`config.mk`:
```
export PLATFORM = sky130hd
export DESIGN_NAME = t8c_timer
export DESIGN_NICKNAME = d
export VERILOG_FILES = /design/src/logic/t8c_pkg.sv /design/src/logic/t8c_clk_sel.sv /design/src/logic/t8c_timer.sv
export VERILOG_INCLUDE_DIRS = /design/src /design/src/logic
export SDC_FILE = /design/constraint.sdc
export NUM_CORES = 1
export LEC_CHECK = 0
export BUFFER_PORTS_ARGS = -buffer_cell sky130_fd_sc_hd__buf_2
export CORE_ASPECT_RATIO = 1.5
export CORE_MARGIN = 8
export CORE_UTILIZATION = 55
export CTS_BUF_LIST = sky130_fd_sc_hd__clkbuf_8
export DETAILED_ROUTE_END_ITERATION = 16
export GPL_TIMING_DRIVEN = 1
export HOLD_SLACK_MARGIN = 0.08
export PLACE_DENSITY = 0.92
export SLEW_MARGIN = 0
export SYNTH_ARGS = -nofsm -noshare
export SYNTH_HDL_FRONTEND = slang
export SYNTH_SLANG_ARGS = --single-unit
```
`constraint.sdc`:
```
create_clock -name ref_clk -period 5.2 [get_ports ref_clk]
set_input_delay 0.26 -clock ref_clk [delete_from_list [all_inputs] [get_ports ref_clk]]
set_output_delay 0.26 -clock ref_clk [all_outputs]
set_load 0.01 [all_outputs]
```
`src/logic/t8c_defs.svh`:
```
`ifndef T8C_DEFS_SVH
`define T8C_DEFS_SVH

// ----------------------------------------
// Register indices (byte address = 4 * index)
// ----------------------------------------
`define T8C_IDX_FLAGS   8'h15
`define T8C_IDX_CTLA    8'h24
`define T8C_IDX_CTLB    8'h25
`define T8C_IDX_COUNT   8'h26
`define T8C_IDX_CMPA    8'h27
`define T8C_IDX_CMPB    8'h28
`define T8C_IDX_MASK    8'h2E
`define T8C_IDX_GLOBAL  8'h2F

// ----------------------------------------
// Field positions
// ----------------------------------------
`define T8C_BIT_FORCE_A 7
`define T8C_BIT_FORCE_B 6
`define T8C_BIT_WGM2    3
`define T8C_CS_MSB      2
`define T8C_CS_LSB      0
`define T8C_COMA_MSB    7
`define T8C_COMA_LSB    6
`define T8C_COMB_MSB    5
`define T8C_COMB_LSB    4
`define T8C_WGML_MSB    1
`define T8C_WGML_LSB    0
`define T8C_BIT_CMP_B   2
`define T8C_BIT_CMP_A   1
`define T8C_BIT_OVF     0
`define T8C_BIT_GIE     0

// ----------------------------------------
// Reset values and counter limits
// ----------------------------------------
`define T8C_RST_REG     8'h00
`define T8C_MAX         8'hFF
`define T8C_BOTTOM      8'h00

// ----------------------------------------
// Prescaler divisors and bus answers
// ----------------------------------------
`define T8C_DIV_8       8
`define T8C_DIV_64      64
`define T8C_DIV_256     256
`define T8C_DIV_1024    1024
`define T8C_RESP_OKAY   2'b00
`define T8C_RESP_SLVERR 2'b10

`endif

```
`src/logic/t8c_pkg.sv`:
```
package t8c_pkg;

	// Waveform mode, codes 0..7 in declaration order
	typedef enum logic [2:0] {
		WM_NORMAL,
		WM_PC_MAX,
		WM_CTC,
		WM_FAST_MAX,
		WM_RSVD4,
		WM_PC_CMPA,
		WM_RSVD6,
		WM_FAST_CMPA
	} t8c_wmode_t;

endpackage

```
`src/logic/t8c_clk_sel.sv`:
```
`timescale 1ns/1ns
`include "t8c_defs.svh"

module t8c_clk_sel #(
	parameter int PRESC_W = 10
) (
	input  wire logic       ref_clk,
	input  wire logic       rstn,
	input  wire logic [2:0] clkSel,
	input  wire logic       countPin,
	output logic            tick
);

	if (PRESC_W < 10) begin : g_bad_width
		$error("PRESC_W too small for the largest divisor");
	end

	logic [PRESC_W-1:0] presc_r;
	logic               pinPrev_r;

	// Due once per divisor period: low bits all ones
	function automatic logic isDue(logic [PRESC_W-1:0] p, int div);
		logic [PRESC_W-1:0] m;
		m = PRESC_W'(div - 1);
		return (p & m) == m;
	endfunction

	// Free running, never reset by selection changes
	always_ff @(posedge ref_clk or negedge rstn) begin
		if (!rstn) begin
			presc_r <= '0;
		end else begin
			presc_r <= presc_r + PRESC_W'(1);
		end
	end

	// Previous pin sample for edge detection
	always_ff @(posedge ref_clk or negedge rstn) begin
		if (!rstn) begin
			pinPrev_r <= 1'b0;
		end else begin
			pinPrev_r <= countPin;
		end
	end

	// Pin edges count even when the pin is driven locally
	always_comb begin
		unique case (clkSel)
			3'h0: tick = 1'b0;
			3'h1: tick = 1'b1;
			3'h2: tick = isDue(presc_r, `T8C_DIV_8);
			3'h3: tick = isDue(presc_r, `T8C_DIV_64);
			3'h4: tick = isDue(presc_r, `T8C_DIV_256);
			3'h5: tick = isDue(presc_r, `T8C_DIV_1024);
			3'h6: tick = pinPrev_r & ~countPin;
			3'h7: tick = ~pinPrev_r & countPin;
		endcase
	end

	a_presc_by8:
	assert property (@(posedge ref_clk) disable iff (!rstn)
		(tick && clkSel == 3'h2) |=> (!tick || clkSel != 3'h2)[*7])
	else $error("divide-by-8 tick came early");

	a_ext_rising:
	assert property (@(posedge ref_clk) disable iff (!rstn)
		(clkSel == 3'h7 && countPin && !$past(countPin)) |-> tick)
	else $error("rising pin edge gave no tick");

endmodule

```
`src/logic/t8c_timer.sv`:
```
// Register access over AXI4-Lite was chosen for this implementation.
`timescale 1ns/1ns
`include "t8c_defs.svh"

module t8c_timer #(
	parameter int ADDR_W  = 12,
	parameter int PRESC_W = 10
) (
	input  wire logic              ref_clk,
	input  wire logic              rstn,
	input  wire logic [ADDR_W-1:0] awaddr,
	input  wire logic              awvalid,
	output logic                   awready,
	input  wire logic [31:0]       wdata,
	input  wire logic [3:0]        wstrb,
	input  wire logic              wvalid,
	output logic                   wready,
	output logic [1:0]             bresp,
	output logic                   bvalid,
	input  wire logic              bready,
	input  wire logic [ADDR_W-1:0] araddr,
	input  wire logic              arvalid,
	output logic                   arready,
	output logic [31:0]            rdata,
	output logic [1:0]             rresp,
	output logic                   rvalid,
	input  wire logic              rready,
	input  wire logic              countPin,
	input  wire logic              vecAckA,
	input  wire logic              vecAckB,
	input  wire logic              vecAckOvf,
	output logic                   irqMatchA,
	output logic                   irqMatchB,
	output logic                   irqOverflow,
	output logic                   waveOutA,
	output logic                   waveOutB,
	output logic                   waveEnA,
	output logic                   waveEnB
);

	if (ADDR_W < 10) begin : g_bad_addr
		$error("ADDR_W too small for the register map");
	end

	// ----------------------------------------
	// Storage
	// ----------------------------------------
	logic [1:0]  comA_r, comB_r, wgmLow_r;
	logic        wgm2_r, gie_r, down_r, blockNext_r;
	logic [2:0]  clkSel_r, mask_r, flags_r, flags_nxt;
	logic [7:0]  cnt_r, cnt_nxt, cmpA_r, cmpB_r, rdMux, top;
	logic        down_nxt, tick;
	logic        awHeld_r, wHeld_r, wStrb0_r;
	logic [7:0]  awIdx_r, wData_r, arIdx;
	logic        wrFire, wrEn, wrCtlA, wrCtlB, wrCnt;
	logic        forceA, forceB, hitA, hitB, ovfEv, botEv;
	t8c_pkg::t8c_wmode_t mode;

	// ----------------------------------------
	// Helpers
	// ----------------------------------------
	function automatic logic [7:0] regIdx(logic [ADDR_W-1:0] a);
		return a[9:2];
	endfunction

	function automatic logic isMapped(logic [7:0] i);
		return i == `T8C_IDX_FLAGS || i == `T8C_IDX_CTLA ||
			i == `T8C_IDX_CTLB || i == `T8C_IDX_COUNT ||
			i == `T8C_IDX_CMPA || i == `T8C_IDX_CMPB ||
			i == `T8C_IDX_MASK || i == `T8C_IDX_GLOBAL;
	endfunction

	function automatic logic isPc(t8c_pkg::t8c_wmode_t m);
		return m == t8c_pkg::WM_PC_MAX || m == t8c_pkg::WM_PC_CMPA;
	endfunction

	function automatic logic isPwm(t8c_pkg::t8c_wmode_t m);
		return isPc(m) || m == t8c_pkg::WM_FAST_MAX ||
			m == t8c_pkg::WM_FAST_CMPA;
	endfunction

	function automatic logic topIsA(t8c_pkg::t8c_wmode_t m);
		return m == t8c_pkg::WM_CTC || m == t8c_pkg::WM_PC_CMPA ||
			m == t8c_pkg::WM_FAST_CMPA;
	endfunction

	// Next pin level; output mode is sampled at the event
	function automatic logic waveNext(logic cur, logic [1:0] com,
		t8c_pkg::t8c_wmode_t m, logic isA, logic hit, logic bot,
		logic dn);
		logic r;
		r = cur;
		if (!isPwm(m)) begin
			if (hit && com == 2'b01) r = ~cur;
			if (hit && com[1]) r = com[0];
		end else if (com == 2'b01) begin
			if (hit && isA && m[2]) r = ~cur;
		end else if (com[1]) begin
			if (hit) r = com[0] ^ dn;
			// Bottom wins when compare equals top
			if (bot) r = ~com[0];
		end
		return r;
	endfunction

	// ----------------------------------------
	// Mode decode and clock selection
	// ----------------------------------------
	assign mode = t8c_pkg::t8c_wmode_t'({wgm2_r, wgmLow_r});
	assign top  = topIsA(mode) ? cmpA_r : `T8C_MAX;

	t8c_clk_sel #(
		.PRESC_W (PRESC_W)
	) u_clk_sel (
		.ref_clk  (ref_clk),
		.rstn     (rstn),
		.clkSel   (clkSel_r),
		.countPin (countPin),
		.tick     (tick)
	);

	// ----------------------------------------
	// Bus slave: one write, one read at a time
	// ----------------------------------------
	assign awready = !awHeld_r;
	assign wready  = !wHeld_r;
	assign arready = !rvalid;
	assign wrFire  = awHeld_r && wHeld_r && !bvalid;
	assign wrEn    = wrFire && wStrb0_r; // upper lanes hold nothing
	assign wrCtlA  = wrEn && awIdx_r == `T8C_IDX_CTLA;
	assign wrCtlB  = wrEn && awIdx_r == `T8C_IDX_CTLB;
	assign wrCnt   = wrEn && awIdx_r == `T8C_IDX_COUNT;
	assign arIdx   = regIdx(araddr);

	// Address and data may arrive in either order
	always_ff @(posedge ref_clk or negedge rstn) begin
		if (!rstn) begin
			awHeld_r <= 1'b0;
			awIdx_r  <= `T8C_RST_REG;
		end else if (awvalid && awready) begin
			awHeld_r <= 1'b1;
			awIdx_r  <= regIdx(awaddr);
		end else if (wrFire) begin
			awHeld_r <= 1'b0;
		end
	end

	always_ff @(posedge ref_clk or negedge rstn) begin
		if (!rstn) begin
			wHeld_r  <= 1'b0;
			wData_r  <= `T8C_RST_REG;
			wStrb0_r <= 1'b0;
		end else if (wvalid && wready) begin
			wHeld_r  <= 1'b1;
			wData_r  <= wdata[7:0];
			wStrb0_r <= wstrb[0];
		end else if (wrFire) begin
			wHeld_r <= 1'b0;
		end
	end

	// Unmapped index answers SLVERR and writes nothing
	always_ff @(posedge ref_clk or negedge rstn) begin
		if (!rstn) begin
			bvalid <= 1'b0;
			bresp  <= `T8C_RESP_OKAY;
		end else if (wrFire) begin
			bvalid <= 1'b1;
			bresp  <= isMapped(awIdx_r) ? `T8C_RESP_OKAY :
				`T8C_RESP_SLVERR;
		end else if (bready) begin
			bvalid <= 1'b0;
		end
	end

	// Read data mux; force and reserved bits read zero
	always_comb begin
		rdMux = `T8C_RST_REG;
		unique case (arIdx)
			`T8C_IDX_CTLA:   rdMux = {comA_r, comB_r, 2'h0, wgmLow_r};
			`T8C_IDX_CTLB:   rdMux = {4'h0, wgm2_r, clkSel_r};
			`T8C_IDX_COUNT:  rdMux = cnt_r;
			`T8C_IDX_CMPA:   rdMux = cmpA_r;
			`T8C_IDX_CMPB:   rdMux = cmpB_r;
			`T8C_IDX_MASK:   rdMux = {5'h00, mask_r};
			`T8C_IDX_FLAGS:  rdMux = {5'h00, flags_r};
			`T8C_IDX_GLOBAL: rdMux = {7'h00, gie_r};
			default:         rdMux = `T8C_RST_REG;
		endcase
	end

	always_ff @(posedge ref_clk or negedge rstn) begin
		if (!rstn) begin
			rvalid <= 1'b0;
			rdata  <= 32'h0000_0000;
			rresp  <= `T8C_RESP_OKAY;
		end else if (arvalid && arready) begin
			rvalid <= 1'b1;
			rdata  <= {24'h00_0000, rdMux};
			rresp  <= isMapped(arIdx) ? `T8C_RESP_OKAY :
				`T8C_RESP_SLVERR;
		end else if (rready) begin
			rvalid <= 1'b0;
		end
	end

	// ----------------------------------------
	// Control registers
	// ----------------------------------------
	always_ff @(posedge ref_clk or negedge rstn) begin
		if (!rstn) begin
			comA_r   <= 2'h0;
			comB_r   <= 2'h0;
			wgmLow_r <= 2'h0;
			wgm2_r   <= 1'b0;
			clkSel_r <= 3'h0;
		end else begin
			if (wrCtlA) begin
				comA_r   <= wData_r[`T8C_COMA_MSB:`T8C_COMA_LSB];
				comB_r   <= wData_r[`T8C_COMB_MSB:`T8C_COMB_LSB];
				wgmLow_r <= wData_r[`T8C_WGML_MSB:`T8C_WGML_LSB];
			end
			if (wrCtlB) begin
				wgm2_r   <= wData_r[`T8C_BIT_WGM2];
				clkSel_r <= wData_r[`T8C_CS_MSB:`T8C_CS_LSB];
			end
		end
	end

	// Compare values, mask and global enable
	always_ff @(posedge ref_clk or negedge rstn) begin
		if (!rstn) begin
			cmpA_r <= `T8C_RST_REG;
			cmpB_r <= `T8C_RST_REG;
			mask_r <= 3'h0;
			gie_r  <= 1'b0;
		end else if (wrEn) begin
			if (awIdx_r == `T8C_IDX_CMPA) cmpA_r <= wData_r;
			if (awIdx_r == `T8C_IDX_CMPB) cmpB_r <= wData_r;
			if (awIdx_r == `T8C_IDX_MASK) mask_r <= wData_r[2:0];
			if (awIdx_r == `T8C_IDX_GLOBAL) gie_r <= wData_r[`T8C_BIT_GIE];
		end
	end

	// Strobes live one cycle only; PWM modes drop them
	assign forceA = wrCtlB && wData_r[`T8C_BIT_FORCE_A] && !isPwm(mode);
	assign forceB = wrCtlB && wData_r[`T8C_BIT_FORCE_B] && !isPwm(mode);

	// ----------------------------------------
	// Counter
	// ----------------------------------------
	always_comb begin
		cnt_nxt  = cnt_r;
		down_nxt = down_r;
		if (isPc(mode)) begin
			if (!down_r) begin
				if (cnt_r >= top) begin
					down_nxt = 1'b1;
					cnt_nxt  = cnt_r - 8'h01;
				end else begin
					cnt_nxt = cnt_r + 8'h01;
				end
			end else if (cnt_r == `T8C_BOTTOM) begin
				down_nxt = 1'b0;
				cnt_nxt  = cnt_r + 8'h01;
			end else begin
				cnt_nxt = cnt_r - 8'h01;
			end
		end else begin
			down_nxt = 1'b0;
			// Only a real match clears; a forced one never does
			if (topIsA(mode) && cnt_r == top) begin
				cnt_nxt = `T8C_BOTTOM;
			end else begin
				cnt_nxt = cnt_r + 8'h01;
			end
		end
	end

	// Software write beats a tick in the same cycle
	always_ff @(posedge ref_clk or negedge rstn) begin
		if (!rstn) begin
			cnt_r  <= `T8C_RST_REG;
			down_r <= 1'b0;
		end else if (wrCnt) begin
			cnt_r <= wData_r;
		end else if (tick) begin
			cnt_r  <= cnt_nxt;
			down_r <= down_nxt;
		end
	end

	// Held until the first tick after a counter write
	always_ff @(posedge ref_clk or negedge rstn) begin
		if (!rstn) begin
			blockNext_r <= 1'b0;
		end else if (wrCnt) begin
			blockNext_r <= 1'b1;
		end else if (tick) begin
			blockNext_r <= 1'b0;
		end
	end

	// ----------------------------------------
	// Compare, overflow and waveform events
	// ----------------------------------------
	assign hitA  = tick && !blockNext_r && cnt_r == cmpA_r;
	assign hitB  = tick && !blockNext_r && cnt_r == cmpB_r;
	assign botEv = tick && cnt_r == top &&
		(mode == t8c_pkg::WM_FAST_MAX || mode == t8c_pkg::WM_FAST_CMPA);
	assign ovfEv = tick && (isPc(mode) ? (down_r && cnt_r == `T8C_BOTTOM) :
		mode == t8c_pkg::WM_FAST_CMPA ? cnt_r == top :
		cnt_r == `T8C_MAX);

	// Pins keep their level while disconnected
	always_ff @(posedge ref_clk or negedge rstn) begin
		if (!rstn) begin
			waveOutA <= 1'b0;
			waveOutB <= 1'b0;
		end else begin
			waveOutA <= waveNext(waveOutA, comA_r, mode, 1'b1,
				hitA || forceA, botEv, down_r);
			waveOutB <= waveNext(waveOutB, comB_r, mode, 1'b0,
				hitB || forceB, botEv, down_r);
		end
	end

	assign waveEnA = comA_r != 2'h0;
	assign waveEnB = comB_r != 2'h0;

	// ----------------------------------------
	// Flags and requests
	// ----------------------------------------
	// Set wins over both software and vector clears
	always_comb begin
		flags_nxt = flags_r;
		if (wrEn && awIdx_r == `T8C_IDX_FLAGS) begin
			flags_nxt = flags_nxt & ~wData_r[2:0];
		end
		flags_nxt = flags_nxt & ~{vecAckB, vecAckA, vecAckOvf};
		flags_nxt[`T8C_BIT_CMP_B] = flags_nxt[`T8C_BIT_CMP_B] | hitB;
		flags_nxt[`T8C_BIT_CMP_A] = flags_nxt[`T8C_BIT_CMP_A] | hitA;
		flags_nxt[`T8C_BIT_OVF]   = flags_nxt[`T8C_BIT_OVF] | ovfEv;
	end

	always_ff @(posedge ref_clk or negedge rstn) begin
		if (!rstn) begin
			flags_r <= 3'h0;
		end else begin
			flags_r <= flags_nxt;
		end
	end

	assign irqMatchA   = gie_r && mask_r[`T8C_BIT_CMP_A] &&
		flags_r[`T8C_BIT_CMP_A];
	assign irqMatchB   = gie_r && mask_r[`T8C_BIT_CMP_B] &&
		flags_r[`T8C_BIT_CMP_B];
	assign irqOverflow = gie_r && mask_r[`T8C_BIT_OVF] &&
		flags_r[`T8C_BIT_OVF];

	// ----------------------------------------
	// Checks
	// ----------------------------------------
	a_ctlb_read_zero:
	assert property (@(posedge ref_clk) disable iff (!rstn)
		(arvalid && arready && arIdx == `T8C_IDX_CTLB) |=>
		(rvalid && rdata[31:4] == 28'h000_0000))
	else $error("control_b read shows force or reserved bits");

	a_force_no_flag:
	assert property (@(posedge ref_clk) disable iff (!rstn)
		(forceA && !hitA && !vecAckA) |=>
		flags_r[`T8C_BIT_CMP_A] == $past(flags_r[`T8C_BIT_CMP_A]))
	else $error("forced compare changed the match flag");

	a_force_pwm_drop:
	assert property (@(posedge ref_clk) disable iff (!rstn)
		(wrCtlB && wData_r[`T8C_BIT_FORCE_A] && isPwm(mode) && !tick)
		|=> $stable(waveOutA))
	else $error("force strobe acted in a PWM mode");

	a_force_toggle:
	assert property (@(posedge ref_clk) disable iff (!rstn)
		(forceA && comA_r == 2'b01 && !hitA) |=> waveOutA != $past(waveOutA))
	else $error("forced compare did not toggle the pin");

	a_flag_w1c:
	assert property (@(posedge ref_clk) disable iff (!rstn)
		(wrEn && awIdx_r == `T8C_IDX_FLAGS && wData_r[`T8C_BIT_CMP_A]
		&& !hitA) |=> !flags_r[`T8C_BIT_CMP_A])
	else $error("write of one left the flag set");

	a_match_sets_b:
	assert property (@(posedge ref_clk) disable iff (!rstn)
		(tick && !blockNext_r && cnt_r == cmpB_r) |=> flags_r[`T8C_BIT_CMP_B])
	else $error("match B did not set its flag");

	a_cnt_write_block:
	assert property (@(posedge ref_clk) disable iff (!rstn)
		wrCnt ##1 (tick && !wrCnt) |-> (!hitA && !hitB))
	else $error("match after counter write not blocked");

	a_stopped_hold:
	assert property (@(posedge ref_clk) disable iff (!rstn)
		(clkSel_r == 3'h0 && !wrCnt) [*2] |-> $stable(cnt_r))
	else $error("counter moved with no clock selected");

	a_ovf_at_max:
	assert property (@(posedge ref_clk) disable iff (!rstn)
		(mode == t8c_pkg::WM_NORMAL && tick && cnt_r == `T8C_MAX)
		|=> (flags_r[`T8C_BIT_OVF] && cnt_r == `T8C_BOTTOM || $past(wrCnt)))
	else $error("overflow at max not flagged");

	a_irq_gate:
	assert property (@(posedge ref_clk) disable iff (!rstn)
		$rose(flags_r[`T8C_BIT_OVF]) && gie_r && mask_r[`T8C_BIT_OVF]
		|-> irqOverflow)
	else $error("enabled overflow raised no request");

endmodule

```
==> results of run 1 <==
==> report_power, final <==
group          switching, mW  internal (mW)  leakage, nW
logic                  0.251          0.260         1.47
clock network          0.248          0.298        0.123
registers              0.244          0.805         1.11
==> Yosys cell counts (10+ instances only) <==
cell and count:
and3_1 10, nor2_1 35, nor3_1 10, nand2_1 38
mux2i_1 14, nor2b_1 11, mux2_2 48, nand3_1 22
inv_1 20, dfrtp_1 87, o21ai_0 28, ha_1 13
clkbuf_1 16, xnor2_1 22, buf_4 27, a21oi_1 18
nand2b_1 11
==> through the flow <==
step | util, % | hold WS (ns) | area [µm²]
2_1_floorplan | - | -0.0356 | 5270
3_3_place_gp | 58.9 | 0.399 | 5420
3_5_place_dp | 58.9 | 0.411 | 5420
4_1_cts | 61.7 | 0.111 | 5680
5_1_grt | 61.7 | 0.118 | 5680
6_report | 61.7 | 0.0912 | 5680
==> cell usage in the layout, fill, tap and decap left out, types with 3 or more instances in the layout <==
cell	instances
dlygate4sd3_1	3
o21a_1	6
xnor2_1	22
mux2_2	48
nand2b_1	11
a221oi_1	5
or4_1	3
nor2b_1	11
or3_1	4
mux2i_1	14
and2_1	4
and3_1	10
xor2_1	5
ha_1	13
a222oi_1	3
nand4_1	7
a21oi_1	18
conb_1	26
a221o_1	5
o22ai_1	4
a311oi_1	3
nor2_1	35
dfrtp_1	87
or2_2	6
inv_1	21
o21ai_0	28
nand4b_1	5
nor3_1	10
nand2_1	38
nand3_1	22
clkbuf_8	11
buf_2	56
==> registers in the layout (all words and copies together), names as in the netlist, 2 cells and up <==
| register | flops |
|---|---|
| rdata | 8 |
| flags_r | 3 |
| wData_r | 8 |
| cmpA_r | 8 |
| mask_r | 3 |
| clkSel_r | 3 |
| comB_r | 2 |
| wgmLow_r | 2 |
| comA_r | 2 |
| cmpB_r | 8 |
| cnt_r | 8 |
| awIdx_r | 8 |
| u_clk_sel.presc_r | 10 |
==> critical path, stage by stage, from the launching register on <==
cell and delay, ns:
dfrtp_1 0.64, inv_1 0.18, mux2i_1 0.53, nor2_1 0.09, ha_1 0.31, nor2b_1 0.14
o21a_1 0.16, o21ai_0 0.14, a311oi_1 0.15, o21bai_1 0.84, mux2i_1 0.31, mux2i_1 0.10
a221o_1 0.27
==> cell families (layout without fill, tap and decap cells) <==
family	Yosys count	in the layout	synth area share, %
compound gates	88	88	11.2
xor+xnor	27	27	4.57
fa+ha+maj	13	13	3.14
buf+inv	68	97	7.10
flops	87	87	42.0
mux	62	62	13.1
other cells	1	26	0.0724
simple gates	181	181	18.7
==> final timing paths <==
path | slack, ns | to | from
max | 1.22 | cnt_r[6]$_DFFE_PN0P_ | wgmLow_r[0]$_DFFE_PN0P_
min | 0.09 | rdata[3]$_DFFE_PN0P_ | rstn
max reg2reg | 1.22 | cnt_r[6]$_DFFE_PN0P_ | wgmLow_r[0]$_DFFE_PN0P_
min reg2reg | 0.48 | rdata[7]$_DFFE_PN0P_ | rdata[7]$_DFFE_PN0P_
max in group asynchronous | 4.40 | wData_r[1]$_DFFE_PN0P_ | rstn
min in group ref_clk | 0.12 | wHeld_r$_DFFE_PN0P_ | wvalid
==> area by class of cell <==
type | instances | share of cell area, %
Clock inverter | 5 | 1.41
Tap cell | 112 | 2.47
Timing Repair Buffer | 61 | 5.73
Inverter | 20 | 1.32
Multi-Input combinational cell | 397 | 48.1
Sequential cell | 87 | 38.3
Clock buffer | 11 | 2.67
==> routing by layer <==
layer	up-vias	global-route usage [%]	part of all wire [%]
met5	-	0	0
met4	0	14.9	6.1
met3	66	3.00	5.6
met2	202	35.8	52
met1	2070	22.5	36
li1	1927	-	-
==> timing repair <==
action                                 CTS  global route
setup endpoints to repair                0             0
endpoints found under the hold margin    3             0
hold buffers                             3             0
gates resized for setup                  0             0
==> key figures, run 1 <==
Die
  • Core ar.: 9200 µm²
  • Ports: 119
  • Die H: 135 µm
  • Site Rows: 43
  • Initial Util: 56.3%
  • Die width: 95.2 µm
  • Die Footprint: 12800 µm²

Synth
  • Post-synth top area cell: dfrtp_1
  • Gate Count Post-Synth: 527
  • Post-synth top area share: 42.0%
  • Asr flop ratio synth: 100%
  • Post-synth EDFFs: 0
  • Cell variety after synth: 59
  • Cell Area, Synth: 5180 µm²
  • Post-synthesis sequential area ratio: 42.0%
  • Prevailing post-synth register cell: dfrtp_1
  • YS warnings: 0
  • Largest cells by area after synthesis: dfrtp_1 (42%), mux2_2 (10%), buf_4 (3.9%)
  • Register bit total from synthesis: 87
  • Avg Inst Size Synth: 9.83 µm²

Clock network
  • Total CTS buffers: 9
  • Clk buf depth: 2
  • CTS tree: built
  • CTS Sinks: 87
  • CTS root buffer: clkbuf_8
  • Skew-Pair Late Insertion Delay: 0.37 ns
  • Post-CTS Repair Setup Buffers: 0
  • Clock-pin slew on the worst setup and hold paths: 0.09 ns
  • H-tree depth: 3

Worst setup path
  • WS Path Type: reg2reg
  • Worst setup SP type: flop
  • Required time of the critical path: 5.45 ns
  • Crit end category: flop
  • Reg2reg path depth: 12
  • CP Data Arrival Time: 4.23 ns
  • Max Fanout on Critical Path: 12

Min path
  • Hold WC Path Type: in2async

Timing
  • Setup TNS after final layout: 0 ns
  • Fin crit share: 76.5%
  • Fmax: 0.252 GHz
  • Slew Limit Fails: 0
  • Final WS setup: 1.22 ns
  • RSZ-0062 raised after global routing: no
  • Fin. Hold Viols: 0
  • Final setup fails: 0
  • Slew margin rel.: 27.1%
  • Worst Clk Skew: 0.0131 ns
  • Tmin final: 3.98 ns
  • Tightest Pin Transition: 1.09 ns

Finish
  • Antenna diodes: 0
  • Final std cells w/o fill: 693
  • Synthesis-to-layout area growth: 9.61%
  • Area taken by multi-input logic gates: 2730 µm²
  • Fill cell count: 693
  • Storage cell area: 2180 µm²
  • Ratio of cells with drive above 1 in the final layout: 23.2%
  • Final #Nets: 660

Drt
  • Detailed Route WL: 13.0 mm
  • ANT nets after route: 0
  • Drt pass-1 iters: 5
  • Vias/cell: 6.15
  • Wire length per cell: 18.8 µm
  • DR vias: 4265
  • DR DRC count: 0
  • First-iteration detailed-routing DRC count: 365

Pwr
  • Pwr Total: 2.11 mW
  • Max IR drop VDD: 0.363 mV
  • Power density over the cells: 371 nW/µm²
  • Pleak: 2.70 nW

Placed design
  • Dpl hpwl: 9.61 mm
  • Pre-CTS WS: 1.32 ns
  • Inst Count DP: 674
  • GPL Wtd Cong: 0.990
  • PortBufs: 57

GRT
  • Number of global-route vias before repair: 4310
  • Largest net degree at the start of global routing: 88
  • First-pass GRT wire length: 21.0 mm
  • Initial antenna violation count: 0
  • GRT Util Overall: 20.8%
  • Gr ovfl total: 0

Status
  • Status: finished, final reports clean

Job
  • Max_cap viols: 0
Note: power is estimated with default switching activity, not from simulation.
==> inputs of run 2 (changes only) <==
==> constraint.sdc (replaced) <==
create_clock -name ref_clk -period 4 [get_ports ref_clk]
set_input_delay 0.2 -clock ref_clk [delete_from_list [all_inputs] [get_ports ref_clk]]
set_output_delay 0.2 -clock ref_clk [all_outputs]
set_load 0.01 [all_outputs]
==> run 2 against run 1 <==
  * Total power rose by 33%
  * Sequential share of layout area fell by 1.4 points
  * Final area rose by 3.9%
  * Final cell count rose by 3.5%
  * First-iteration DRC count rose by 5.2%
  * Sequential power rose by 29%
  * Fmax rose by 14%
  * Largest power group unchanged
  * Clock-buffer cell count fell by 1
  * Register-to-register slack got worse by 0.71 ns
==> key figures, run 2 (synthesized netlist as in run 1, its figures left out) <==
Timing
  • Worst Clk Skew: 0.0164 ns
  • RSZ-0062 raised after global routing: no
  • Fin. Hold Viols: 0
  • Setup TNS after final layout: 0 ns
  • Fmax: 0.287 GHz
  • Tmin final: 3.49 ns
  • Slew Limit Fails: 0
  • Final WS setup: 0.514 ns
  • Fin crit share: 87.2%
  • Final setup fails: 0
  • Tightest Pin Transition: 1.12 ns
  • Slew margin rel.: 25.4%

Finish
  • Antenna diodes: 0
  • Largest Register: u_clk_sel.presc_r
  • Final #Nets: 685
  • Most frequent cells in the layout: dfrtp_1 (87), buf_2 (56), mux2_2 (48)
  • Synthesis-to-layout area growth: 13.9%
  • Finished Cell Area: 5900 µm²
  • Ratio of cells with drive above 1 in the final layout: 23.3%
  • Finished Core Util: 64.1%
  • Largest register FFs: 10
  • Commonest non-fill, non-tap cell in the layout: dfrtp_1

Die
  • Die Footprint: 12800 µm²
  • Initial Util: 56.3%
  • Ports: 119
  • Die width: 95.2 µm
  • Die H: 135 µm
  • Core ar.: 9200 µm²
  • Site Rows: 43

GRT
  • Gr ovfl total: 0
  • Global route hottest layer: met2
  • Initial antenna violation count: 0
  • Met3 Use GR: 4.67%
  • Number of global-route vias before repair: 4652
  • Met1 Track Usage GR: 22.4%
  • First-pass GRT wire length: 22.4 mm
  • Largest net degree at the start of global routing: 88
  • GRT Util Overall: 22.6%
  • Met2 usage: 40.7%

Drt
  • Drt pass-1 iters: 6
  • Vias/cell: 6.07
  • DR DRC count: 0
  • DR vias: 4355
  • ANT nets after route: 0
  • First-iteration detailed-routing DRC count: 384
  • Detailed Route WL: 14.1 mm
  • Wire length per cell: 19.6 µm

Clock network
  • CTS tree: built
  • Post-CTS Repair Setup Buffers: 0
  • H-tree depth: 3
  • Skew-Pair Late Insertion Delay: 0.38 ns
  • Clk buf depth: 2
  • Clock-pin slew on the worst setup and hold paths: 0.10 ns
  • CTS root buffer: clkbuf_8
  • Total CTS buffers: 9
  • CTS Sinks: 87

Placed design
  • Pre-CTS WS: 0.576 ns
  • PortBufs: 57
  • Dpl hpwl: 9.78 mm
  • Placed cell areas: 5460 µm²
  • GPL Wtd Cong: 0.978

Worst setup path
  • Required time of the critical path: 4.27 ns
  • Worst setup SP type: flop
  • WS Path Type: reg2reg
  • CP Data Arrival Time: 3.75 ns
  • Crit end category: flop
  • Max Fanout on Critical Path: 9

Pwr
  • Pwr Total: 2.80 mW
  • Pleak: 2.79 nW
  • Power density over the cells: 474 nW/µm²
  • Max IR drop VDD: 0.489 mV

Min path
  • Hold WC Path Type: in2reg

Status
  • Status: finished, final reports clean

Job
  • Max_cap viols: 0
[run 2: worst paths after layout]
check,slack [ns],start,end,cells after the start
max,0.51,wgmLow_r[1]$_DFFE_PN0P_,cnt_r[4]$_DFFE_PN0P_,14
min,0.09,vecAckOvf,flags_r[0]$_DFF_PN0_,3
max reg2reg,0.51,wgmLow_r[1]$_DFFE_PN0P_,cnt_r[4]$_DFFE_PN0P_,14
min reg2reg,0.48,rdata[1]$_DFFE_PN0P_,rdata[1]$_DFFE_PN0P_,1
max in group asynchronous,2.70,rstn,blockNext_r$_DFFE_PN0P_,2
min in group asynchronous,0.53,rstn,u_clk_sel.presc_r[6]$_DFF_PN0_,2
[run 2: final cells by class]
cell class | count | area, µm²
multi-input combinational | 397 | 2730
timing repair buffer | 86 | 561
sequential | 87 | 2180
inverter | 20 | 75.1
clock buffer | 10 | 138
tap | 112 | 140
clock inverter | 5 | 81.3
fill | 651 | 3300
[run 2: through the flow]
| stage | hold WS (ns) | cells |
|---|---|---|
| after floorplan | -0.0956 | 552 |
| after global placement | 0.340 | 680 |
| after detailed placement | 0.341 | 680 |
| final | 0.0931 | 717 |
| after CTS | 0.0829 | 717 |
| after global routing | 0.0812 | 717 |
[run 2: routing by layer]
layer  wire length, µm  vias to the layer above  part of all wire, %
met3               920                       64                  6.5
met1              4860                     2095                   35
met2              7520                      224                   53
met5                 0                        -                    0
li1                  -                     1972                    -
met4               764                        0                  5.4
[run 2: what timing repair did]
item,CTS,global route
setup endpoints to repair,0,0
hold buffers,22,0
hold endpoints to repair,98,0
resized for setup,0,0
[run 2: report_power, final]
part           total (mW)  switching (mW)  internal [mW]  leakage, nW
clock               0.704           0.338          0.367        0.109
combinational       0.737           0.376          0.361         1.58
sequential           1.35           0.307           1.05         1.11
[run 2: critical path, stage by stage (launching register included)]
cell and delay [ns]:
dfrtp_1 0.50, nor2b_1 0.20, mux2i_1 0.15, buf_4 0.18, nor2_1 0.05, ha_1 0.29, nor2b_1 0.14, o21a_1 0.16
o21ai_0 0.16, a311oi_1 0.16, o21bai_1 0.52, buf_4 0.26, mux2i_1 0.24, mux2i_1 0.10, a221o_1 0.28
==> inputs of run 3 (changes only) <==
--- a/config.mk
+++ b/config.mk
@@ -6,7 +6,8 @@
 export SDC_FILE = /design/constraint.sdc
 export NUM_CORES = 1
 export LEC_CHECK = 0
-export BUFFER_PORTS_ARGS = -buffer_cell sky130_fd_sc_hd__buf_2
+export ABC_AREA = 1
+export BUFFER_PORTS_ARGS = -buffer_cell sky130_fd_sc_hd__clkbuf_2
 export CORE_ASPECT_RATIO = 1.5
 export CORE_MARGIN = 8
 export CORE_UTILIZATION = 55
==> run 3 against run 2 <==
  * Synthesized cell count up 33%
  * Synthesized area up 1.9%
  * Sequential share of layout area up 0.086 points
  * Clock skew is 0.0044 ns lower
  * Final area down 0.23%
  * Wire length up 3.1%
  * Die area increased by 1.6%
  * First-iteration DRC count shrank 7.8%
  * Global-route usage is 0.69 points higher
  * Total power is 3.1% lower
  * Combinational power increased by 28%
  * Hold slack worse by 0.0085 ns
  * Highest routed layer unchanged
==> key figures, run 3 <==
Pwr
  • Max IR drop VDD: 0.419 mV
  • Pleak: 3.04 nW
  • Power density over the cells: 460 nW/µm²
  • Pwr Total: 2.71 mW

Drt
  • DR DRC count: 0
  • Drt pass-1 iters: 5
  • Vias/cell: 5.47
  • First-iteration detailed-routing DRC count: 354
  • Detailed Route WL: 14.5 mm
  • DR vias: 4886
  • ANT nets after route: 0
  • Wire length per cell: 16.2 µm

Worst setup path
  • Crit end category: flop
  • CP Data Arrival Time: 3.36 ns
  • WS Path Type: reg2reg
  • Required time of the critical path: 4.24 ns
  • Max Fanout on Critical Path: 11
  • Worst setup SP type: flop

Synth
  • Cell variety after synth: 46
  • YS warnings: 0
  • Post-synthesis sequential area ratio: 41.2%
  • Post-synth top area share: 41.2%
  • Avg Inst Size Synth: 7.53 µm²
  • Post-synth EDFFs: 0
  • Cell Area, Synth: 5280 µm²
  • Largest cells by area after synthesis: dfrtp_1 (41%), nand2_1 (14%), inv_1 (5.4%)
  • Dominant cell by count in the synthesized netlist: nand2_1
  • Gate Count Post-Synth: 701
  • Register bit total from synthesis: 87
  • Prevailing post-synth register cell: dfrtp_1
  • Post-synth top area cell: dfrtp_1
  • Asr flop ratio synth: 100%
  • Synth cell count leaders: nand2_1 (203), dfrtp_1 (87), inv_1 (76), nor2_1 (64), o21ai_0 (43)

Finish
  • Final std cells w/o fill: 893
  • Commonest non-fill, non-tap cell in the layout: nand2_1
  • Finished Core Util: 61.8%
  • Ratio of cells with drive above 1 in the final layout: 14.1%
  • Largest Register: u_clk_sel.presc_r
  • Final #Nets: 857
  • Synthesis-to-layout area growth: 11.5%
  • Storage cell area: 2180 µm²
  • Most frequent cells in the layout: nand2_1 (203), dfrtp_1 (87), inv_1 (77)
  • Antenna diodes: 0
  • Area taken by multi-input logic gates: 2600 µm²
  • Fill cell count: 827
  • Largest register FFs: 10

Die
  • Ports: 119
  • Initial Util: 55.4%
  • Die width: 96.0 µm
  • Die H: 136 µm
  • Site Rows: 44
  • Core ar.: 9520 µm²
  • Die Footprint: 13100 µm²

GRT
  • First-pass GRT wire length: 23.6 mm
  • Number of global-route vias before repair: 5042
  • Initial antenna violation count: 0
  • Gr ovfl total: 0
  • Largest net degree at the start of global routing: 88
  • GRT Util Overall: 23.3%

Placed design
  • PortBufs: 57
  • Dpl hpwl: 10.0 mm
  • Inst Count DP: 859
  • GPL Wtd Cong: 0.929

Status
  • Status: finished, final reports clean

Timing
  • Slew margin rel.: 28.4%
  • Slew Limit Fails: 0
  • Hold slack: 0.0846 ns
  • Tmin final: 3.12 ns
  • Fin. Hold Viols: 0
  • Fin crit share: 78.0%
  • Tightest Pin Transition: 1.07 ns
  • Worst Clk Skew: 0.0120 ns
  • Fmax: 0.320 GHz
  • Final setup fails: 0
  • Setup TNS after final layout: 0 ns
  • RSZ-0062 raised after global routing: no

Job
  • Max_cap viols: 0

Clock network
  • CTS tree: built
  • Skew-Pair Late Insertion Delay: 0.37 ns
  • H-tree depth: 3
  • Clock-pin slew on the worst setup and hold paths: 0.09 ns
  • CTS Sinks: 87
  • Clk buf depth: 2
  • Total CTS buffers: 9
  • CTS root buffer: clkbuf_8

Min path
  • Hold WC Path Type: in2reg
-- run 3: changes by cell type after synthesis, sizes merged, moves of 14 or more --
cell   change
xnor2     -19
mux2      -47
nand2    +171
o21ai     +26
nor2      +40
mux2i     -14
inv       +66
-- run 3: per-layer routing --
layer,wire length [µm],share of wire [%],GRT usage (%)
met1,5320,37,23.6
met5,0,0,0
met2,7350,51,40.0
met3,1060,7.3,6.52
met4,770,5.3,15.3
-- run 3: what timing repair did --
| action | 4_1_cts | 5_1_grt |
|---|---|---|
| resized for setup | 0 | 0 |
| setup buffers | 0 | 0 |
| hold endpoints to repair | 104 | 0 |
| hold buffers | 18 | 0 |
-- run 3: per-stage QoR --
stage / setup WS, ns / area [µm²]
detailed placement: 1.03 / 5540
CTS: 0.998 / 5890
global route: 0.518 / 5890
finish: 0.879 / 5890
floorplan: 1.88 / 5370
global placement: 1.06 / 5540
-- run 3: cell families after synthesis --
family                   count (synthesis)  synth area share, %
flip-flops                              87                 41.2
AND/OR/NAND/NOR                        346                 29.4
adder cells (fa/ha/maj)                 13                 3.08
AO/OA/AOI/OAI                          111                 11.9
XOR/XNOR                                17                 2.82
multiplexers                             1                0.213
buffers and inverters                  125                 11.2
other                                    1               0.0710
-- run 3: critical path, stage by stage, from the launching register on --
cell	delay [ns]
dfrtp_1	0.66
inv_1	0.28
o21ai_0	0.35
inv_1	0.22
nor2_1	0.13
ha_1	0.25
a21oi_1	0.17
o21a_1	0.15
nand4_1	0.23
nand2_4	0.20
inv_1	0.09
nand2_1	0.06
nand2_1	0.05
nand2_1	0.06
o211ai_1	0.08
-- run 3: worst paths after layout --
| path | start | to | slack (ns) | cells past startpoint |
|---|---|---|---|---|
| setup / recovery | wgmLow_r[0]$_DFFE_PN0P_ | cnt_r[6]$_DFFE_PN0P_ | 0.88 | 14 |
| hold / removal | awaddr[4] | awIdx_r[2]$_DFFE_PN0P_ | 0.08 | 3 |
| setup reg to reg | wgmLow_r[0]$_DFFE_PN0P_ | cnt_r[6]$_DFFE_PN0P_ | 0.88 | 14 |
| hold reg to reg | u_clk_sel.presc_r[0]$_DFF_PN0_ | u_clk_sel.presc_r[0]$_DFF_PN0_ | 0.46 | 1 |
| max in group asynchronous | rstn | cnt_r[7]$_DFFE_PN0P_ | 2.75 | 2 |
| min in group asynchronous | rstn | awIdx_r[0]$_DFFE_PN0P_ | 0.57 | 2 |
-- run 3: power breakdown --
| part | internal, mW | leakage [nW] | switching (mW) | total, mW |
|---|---|---|---|---|
| clock network | 0.229 | 0.0969 | 0.333 | 0.562 |
| registers | 1.03 | 1.09 | 0.176 | 1.20 |
| logic | 0.294 | 1.86 | 0.646 | 0.940 |
-- run 3: cell type report --
class                           count  share of cell area [%]
Clock buffer                        9                    2.10
Clock inverter                      7                   0.808
Inverter                           86                    5.48
Multi-Input combinational cell    514                    44.2
Sequential cell                    87                    37.0
Tap cell                          115                    2.44
Timing Repair Buffer               75                    7.95
